**src/hw/dmt_params.svh**
```systemverilog
`ifndef DMT_PARAMS_SVH
`define DMT_PARAMS_SVH

// ****************************************************************
// register offsets on the i/o port
// ****************************************************************
`define DMT_OFS_STATUS   8'hb0
`define DMT_OFS_CTRL     8'hb1
`define DMT_OFS_M1_HIGH  8'hb2
`define DMT_OFS_M1_LOW   8'hb3
`define DMT_OFS_M2_HIGH  8'hb4
`define DMT_OFS_M2_LOW   8'hb5
`define DMT_OFS_CNT_HIGH 8'hbe
`define DMT_OFS_CNT_LOW  8'hbf

// ****************************************************************
// field positions
// ****************************************************************
`define DMT_SB_RUN       0
`define DMT_SB_CH1       1
`define DMT_SB_CH2       2
`define DMT_SB_TOP       2
`define DMT_CB_TOP       3
`define DMT_HB_LSB       6

// ****************************************************************
// reset values and counts
// ****************************************************************
`define DMT_STATUS_RST   3'h0
`define DMT_CTRL_RST     4'h0
`define DMT_CNT_W        10
`define DMT_SLOW_DIV     8

`endif

```
**src/hw/dmt_pkg.sv**
```systemverilog
package dmt_pkg;

	// ****************************************************************
	// register carriers
	// ****************************************************************
	typedef struct packed {
		logic ien2;
		logic ien1;
		logic run;
	} dmt_status_s;

	typedef struct packed {
		logic [1:0] src;
		logic [1:0] prio;
	} dmt_ctrl_s;

	typedef enum logic [1:0] {
		DMT_SRC_HALF = 2'h0,
		DMT_SRC_SUB  = 2'h1
	} dmt_src_e;

	// address decode shared by every register strobe
	function automatic logic dmt_hit(input logic [7:0] addr,
		input logic [7:0] ofs);
		return addr == ofs;
	endfunction : dmt_hit

endpackage : dmt_pkg

```
**src/hw/dmt_compare.sv**
```systemverilog
`timescale 1ns/1ps
`default_nettype none
`include "dmt_params.svh"

module dmt_compare #(
	parameter int CNT_W = `DMT_CNT_W
) (
	input  wire logic             clk_i,    // peripheral clock
	input  wire logic             rst_n_i,  // sync reset, low
	input  wire logic             step_i,   // counter advances now
	input  wire logic [CNT_W-1:0] next_i,   // value counter steps to
	input  wire logic             wr_hi_i,  // high preload write
	input  wire logic             wr_lo_i,  // low preload write
	input  wire logic [7:0]       wdata_i,  // write data
	output logic                  pulse_o,  // one-clock match pulse
	output logic                  fire_o,   // pulse while armed
	output logic                  armed_o,  // low preload valid
	output logic [CNT_W-1:0]      match_o   // active match value
);

	logic [CNT_W-9:0] hi_q;
	logic [7:0]       lo_q;
	logic [CNT_W-1:0] match_q;
	logic             armed_q;
	logic             pulse_q;
	wire              hit;

	assign hit     = step_i && (next_i == match_q);
	assign pulse_o = pulse_q;
	// flag must rise on the same edge as the port strobe
	assign fire_o  = hit && armed_q;
	assign armed_o = armed_q;
	assign match_o = match_q;

	// ****************************************************************
	// preloads
	// ****************************************************************
	always_ff @(posedge clk_i) begin
		if (!rst_n_i) begin
			hi_q <= '0;
			lo_q <= '0;
		end else begin
			if (wr_hi_i)
				hi_q <= wdata_i[7:`DMT_HB_LSB];
			if (wr_lo_i)
				lo_q <= wdata_i;
		end
	end

	// ****************************************************************
	// comparator
	// ****************************************************************
	always_ff @(posedge clk_i) begin
		if (!rst_n_i) begin
			match_q <= '0;
			pulse_q <= 1'b0;
			armed_q <= 1'b0;
		end else begin
			pulse_q <= hit;
			if (hit)
				match_q <= {hi_q, lo_q};
			if (wr_lo_i)
				armed_q <= 1'b1;
			else if (hit)
				armed_q <= 1'b0;
		end
	end

endmodule : dmt_compare

`default_nettype wire

```
**src/hw/dmt_timer.sv**
```systemverilog
// What this block does
// - counter source: half, slow, subtimer
// - 10-bit counter free-runs and wraps
// - two match registers compared each step
// - equal step gives one-clock pulse
// - pulse feeds port strobe; only a match while low preload valid feeds interrupt
// - preload moves to match on pulse
// - match invalidates low preload until rewritten
// - status read clears flags, keeps enables
// - status bits 7:3 read zero
// - status bits 2,1 show matches taken while low preload valid
// - status write bits 2,1 enable interrupts
// - status bit 0 runs the counter
// - reset clears status low bits
// - reset clears control low nibble
// - control bits 3:2 pick clock
// - high preload keeps bits 7:6
// - live count readable in two bytes
`timescale 1ns/1ps
`default_nettype none
`include "dmt_params.svh"

module dmt_timer
	import dmt_pkg::*;
#(
	parameter int CNT_W    = `DMT_CNT_W,
	parameter int SLOW_DIV = `DMT_SLOW_DIV
) (
	input  wire logic       clk_i,          // peripheral clock
	input  wire logic       rst_n_i,        // sync reset, low
	input  wire logic [7:0] io_addr_i,      // i/o register address
	input  wire logic       io_wr_i,        // write strobe
	input  wire logic       io_rd_i,        // read strobe
	input  wire logic [7:0] io_wdata_i,     // write data
	output logic [7:0]      io_rdata_o,     // read data, next cycle
	input  wire logic       sub_tick_i,     // other timer subtimer
	output logic [1:0]      match_pulse_o,  // port strobes per channel
	output logic [1:0]      irq_o,          // interrupt requests
	output logic [1:0]      irq_priority_o  // priority level
);

	localparam int SW = $clog2(SLOW_DIV);

	// ****************************************************************
	// state
	// ****************************************************************
	dmt_status_s      status_q;
	dmt_ctrl_s        ctrl_q;
	logic [CNT_W-1:0] cnt_q;
	logic             half_q;
	logic [SW-1:0]    slow_q;
	logic [1:0]       flag_q;
	logic [7:0]       rdata_q;

	wire [CNT_W-1:0]  cnt_next;
	wire              half_tick;
	wire              slow_tick;
	wire              src_tick;
	wire              step;
	wire [1:0]        pulse;
	wire [1:0]        fire;
	wire [1:0]        armed;
	wire [CNT_W-1:0]  match1;
	wire [CNT_W-1:0]  match2;
	wire              sel_status;
	wire              sel_ctrl;
	wire              sel_cnt_hi;
	wire              sel_cnt_lo;
	wire              rd_status;
	wire [1:0]        wr_hi;
	wire [1:0]        wr_lo;
	wire [7:0]        rd_value;
	wire              prio_on;

	// ****************************************************************
	// address decode
	// ****************************************************************
	assign sel_status = dmt_hit(io_addr_i, `DMT_OFS_STATUS);
	assign sel_ctrl   = dmt_hit(io_addr_i, `DMT_OFS_CTRL);
	assign sel_cnt_hi = dmt_hit(io_addr_i, `DMT_OFS_CNT_HIGH);
	assign sel_cnt_lo = dmt_hit(io_addr_i, `DMT_OFS_CNT_LOW);
	assign rd_status  = io_rd_i && sel_status;
	assign wr_hi[0]   = io_wr_i && dmt_hit(io_addr_i, `DMT_OFS_M1_HIGH);
	assign wr_lo[0]   = io_wr_i && dmt_hit(io_addr_i, `DMT_OFS_M1_LOW);
	assign wr_hi[1]   = io_wr_i && dmt_hit(io_addr_i, `DMT_OFS_M2_HIGH);
	assign wr_lo[1]   = io_wr_i && dmt_hit(io_addr_i, `DMT_OFS_M2_LOW);

	// ****************************************************************
	// clock source
	// ****************************************************************
	assign half_tick = half_q;
	assign slow_tick = half_tick && (slow_q == SW'(SLOW_DIV - 1));
	assign src_tick  = ctrl_q.src[1] ? slow_tick :
		(ctrl_q.src == DMT_SRC_SUB) ? sub_tick_i : half_tick;
	assign step      = src_tick && status_q.run;
	assign cnt_next  = cnt_q + 1'b1;

	always_ff @(posedge clk_i) begin
		if (!rst_n_i) begin
			half_q <= 1'b0;
			slow_q <= '0;
		end else begin
			half_q <= ~half_q;
			if (half_tick)
				slow_q <= slow_q + 1'b1;
		end
	end

	// ****************************************************************
	// counter
	// ****************************************************************
	always_ff @(posedge clk_i) begin
		if (!rst_n_i)
			cnt_q <= '0;
		else if (step)
			cnt_q <= cnt_next;
	end

	// ****************************************************************
	// compare channels
	// ****************************************************************
	dmt_compare #(
		.CNT_W(CNT_W)
	) u_ch1 (
		.clk_i   (clk_i),
		.rst_n_i (rst_n_i),
		.step_i  (step),
		.next_i  (cnt_next),
		.wr_hi_i (wr_hi[0]),
		.wr_lo_i (wr_lo[0]),
		.wdata_i (io_wdata_i),
		.pulse_o (pulse[0]),
		.fire_o  (fire[0]),
		.armed_o (armed[0]),
		.match_o (match1)
	);

	dmt_compare #(
		.CNT_W(CNT_W)
	) u_ch2 (
		.clk_i   (clk_i),
		.rst_n_i (rst_n_i),
		.step_i  (step),
		.next_i  (cnt_next),
		.wr_hi_i (wr_hi[1]),
		.wr_lo_i (wr_lo[1]),
		.wdata_i (io_wdata_i),
		.pulse_o (pulse[1]),
		.fire_o  (fire[1]),
		.armed_o (armed[1]),
		.match_o (match2)
	);

	assign match_pulse_o = pulse;

	// ****************************************************************
	// control registers
	// ****************************************************************
	always_ff @(posedge clk_i) begin
		if (!rst_n_i) begin
			status_q <= `DMT_STATUS_RST;
			ctrl_q   <= `DMT_CTRL_RST;
		end else begin
			if (io_wr_i && sel_status)
				status_q <= io_wdata_i[`DMT_SB_TOP:0];
			if (io_wr_i && sel_ctrl)
				ctrl_q <= io_wdata_i[`DMT_CB_TOP:0];
		end
	end

	// ****************************************************************
	// match flags and interrupts
	// ****************************************************************
	// a match landing on the clearing read stays pending
	always_ff @(posedge clk_i) begin
		if (!rst_n_i)
			flag_q <= 2'h0;
		else
			flag_q <= fire | (rd_status ? 2'h0 : flag_q);
	end

	assign prio_on        = |ctrl_q.prio;
	assign irq_o[0]       = flag_q[0] && status_q.ien1 && prio_on;
	assign irq_o[1]       = flag_q[1] && status_q.ien2 && prio_on;
	assign irq_priority_o = ctrl_q.prio;

	// ****************************************************************
	// read path
	// ****************************************************************
	assign rd_value =
		sel_status ? {5'h00, flag_q, 1'b0} :
		sel_cnt_hi ? {cnt_q[CNT_W-1:8], 6'h00} :
		sel_cnt_lo ? cnt_q[7:0] : 8'h00;

	always_ff @(posedge clk_i) begin
		if (!rst_n_i)
			rdata_q <= 8'h00;
		else if (io_rd_i)
			rdata_q <= rd_value;
	end

	assign io_rdata_o = rdata_q;
endmodule : dmt_timer

`default_nettype wire

```
**config.mk**
```make
export PLATFORM = sky130hd
export DESIGN_NAME = dmt_timer
export DESIGN_NICKNAME = d
export VERILOG_FILES = /design/src/hw/dmt_pkg.sv /design/src/hw/dmt_compare.sv /design/src/hw/dmt_timer.sv
export VERILOG_INCLUDE_DIRS = /design/src /design/src/hw
export SDC_FILE = /design/constraint.sdc
export NUM_CORES = 1
export LEC_CHECK = 0
export ABC_AREA = 1
export BUFFER_PORTS_ARGS = -buffer_cell sky130_fd_sc_hd__buf_2
export CELL_PAD_IN_SITES_DETAIL_PLACEMENT = 1
export CELL_PAD_IN_SITES_GLOBAL_PLACEMENT = 1
export CORE_ASPECT_RATIO = 1.2
export CORE_UTILIZATION = 45
export CTS_CLUSTER_DIAMETER = 40
export CTS_CLUSTER_SIZE = 20
export DETAILED_ROUTE_END_ITERATION = 8
export PLACE_DENSITY_LB_ADDON = 0.1
export SKIP_LAST_GASP = 1
export SYNTH_ARGS = -nofsm -noshare
export SYNTH_HDL_FRONTEND = slang
export SYNTH_SLANG_ARGS = --single-unit
```
**constraint.sdc**
```tcl
create_clock -name clk_i -period 3.9 [get_ports clk_i]
set_clock_uncertainty 0.2 [all_clocks]
set_input_delay 0.39 -clock clk_i [delete_from_list [all_inputs] [get_ports clk_i]]
set_output_delay 0.39 -clock clk_i [all_outputs]
set_load 0.02 [all_outputs]
```
==> metrics <==
vias in the first global route=between 3k and 4k; routing usage on met3=4.48%; synthesized area=about 3600 um2; CTS clk-pin slew, worst paths=roughly 0.08 ns; cell with the most instances after synthesis=nand2_1; Synth cell types=30; vias per cell=about 5.2; Die Y=99.4 um; Crit Path Max Fanout=22; type of the worst setup path=flip-flop to flip-flop; CTS root buffer=clkbuf_8; area leader, netlist=dfxtp_1; post-synthesis cell count=about 530; Final Hold Fails=0; fin crit share=76.1%; Pwr Density=between 300 and 400 nW/um2; main combinational cell family by area after synthesis=simple AND/OR/NAND/NOR gates; Inserted Clock Buffers=9; CTS Buffer Depth=2; Setup Viol. Count Final=0; Setup TNS=0 ns; drt pass-1 iters=4; GPL Wtd Cong=about 0.84; Clock Sinks=75; vias post-DR=approximately 3.4k; htree depth=3; run status=finished clean; IO Count=35; final core utilization=between 50 and 60%; VDD IR max=186 uV; register area share after synthesis=between 40% and 50%; Synth Area in Compound Gates=about 12%; worst skew pair latency=about 0.36 ns; Core Box Area=7660 um2; unrepaired setup endpoints after global routing=no; CP startpoint kind=flip-flop; crit end category=flip-flop; drt drc=0; final slew viol count=0; DRT Wirelength=9990 um; Slew headroom=about 44%; Post-synth ARST share=0%; largest cells by area after synthesis=dfxtp_1 42%, nand2_1 12%, nor2_1 8.1%; xor/xnor cell area share of the yosys netlist=less than 1%; commonest cells in the netlist=117 x nand2_1, 77 x nor2_1, 75 x dfxtp_1, 70 x inv_1, 57 x nand3_1; Antenna Cells=0; Syn-to-layout area delta=10.9%; die area=8270 um2; Final min period=around 3.0 ns; share of the synthesized area in the top cell type=42.2%; GR Layer Usage met1=roughly 30%; Antenna Nets Post-Route=0; layout cell share with drive strength beyond 1=between 10% and 20%; Critical Path RT=3.94 ns; Worst Tran Pin Value=around 0.83 ns; Crit path arrival time=3.01 ns; Avg WL per Cell=around 15 um; Die X=83.2 um; CTS tree=built; largest net degree at the start of global routing=37; first-pass GRT wire length=approximately 16,000 um; Post-Synth Adder-Cell Area=under 10%; Resized Gates After CTS=0; simple-gate share of the synthesized area=between 30% and 40%; main flop type after synthesis=dfxtp_1; Post-synth EDFFs=0; nets=between 500 and 600; worst hold-check path type=primary input to flip-flop; P_leak=about 1.8 nW; initial drt markers=90; # rows=35; Synthesis Warnings=0; total grt overflow=0; flops & latches, synth=75; multiplexer area fraction after synthesis=0%; Total Routing Usage GR=25.1%; met2 GRT Util=roughly 45%; initial antenna violation count=0; Synth Net Count=556; fmax=337 MHz; Syn Area/Cell=around 6.7 um2; max_cap viols=0; CTS Hold Bufs=0; IO Port Bufs=34; DP Wirelength=between 7000 and 8000 um; busiest layer in global routing=met2; Post-CTS Setup Inserts=0; initial core utilization=a little under half
-- flip-flops by register name, summed over array words and instances (netlist names), 3 cells and up --
register,flops
cnt_q,10
io_rdata_o,8
slow_q,3
status_q,3
u_ch1.lo_q,8
u_ch1.match_o,10
u_ch2.lo_q,8
u_ch2.match_o,10
-- final cells by class --
type	instances	area, um2
fill	1059	3720
inverter	72	270
clock buffer	9	124
tap	92	115
clock inverter	7	76.3
timing repair buffer	37	193
multi-input combinational	362	1670
sequential	75	1500
-- layer usage --
metal  up-vias  share of wire, %
met5         -                 0
met4         0               2.2
met3        19               1.9
met2        51                50
met1      1601                46
li1       1744                 -
-- logic make-up after synthesis --
family / after synthesis
AND/OR/NAND/NOR: 270
buffers and inverters: 95
XOR/XNOR: 3
AO/OA/AOI/OAI: 86
flip-flops: 75
adder cells (fa/ha/maj): 3
-- worst max-delay path, stage by stage (launching register included) --
cell,delay [ns]
dfxtp_1,0.50
ha_1,0.27
nand2_2,0.12
nor2_4,0.18
nand4_1,0.15
nand3_1,0.13
nand2_1,0.06
nor2_1,0.18
nand3_1,0.63
nor2_1,0.33
nor2_1,0.09
-- final timing paths --
kind | startpoint | endpoint | slack (ns) | depth (start not counted)
setup reg to reg | cnt_q[0]$_SDFFE_PN0P_ | u_ch1.match_o[3]$_SDFFE_PN0P_ | 0.93 | 10
hold / removal | io_wdata_i[2] | status_q[2]$_SDFFE_PN0P_ | 0.13 | 3
setup / recovery | cnt_q[0]$_SDFFE_PN0P_ | u_ch1.match_o[3]$_SDFFE_PN0P_ | 0.93 | 10
hold reg to reg | u_ch1.armed_o$_SDFFE_PN0P_ | flag_q[0]$_SDFF_PN0_ | 0.26 | 2
-- report_power, final --
group | internal, mW | switching, mW | leakage [nW]
clock network | 0.300 | 0.319 | 0.0962
logic | 0.0180 | 0.0367 | 1.07
registers | 0.769 | 0.00379 | 0.605
-- metrics by stage --
stage	instance area [um2]	hold slack, ns	setup WS [ns]	power (mW)	instances
final	3950	0.128	0.931	1.45	654
after global routing	3950	0.136	0.663	1.50	654
after CTS	3950	0.126	0.953	1.45	654
after detailed placement	3740	0.241	1.01	0.846	638
after global placement	3740	0.225	1.11	0.844	638
after floorplan	3560	0.219	1.94	0.821	532
-- layout by cell type (no fill, tap or decap), drive strengths merged, types with 2 or more instances in the layout --
cell type and count:
clkinvlp 2, inv 73, xnor2 2, ha 3
clkbuf 9, nand4 4, nand3b 5, nand2 120
buf 37, o21ai 39, nand3 58, clkinv 3
nor2 80, a31oi 3, a21oi 40, dfxtp 75
Power figures use the tool's default switching activity.
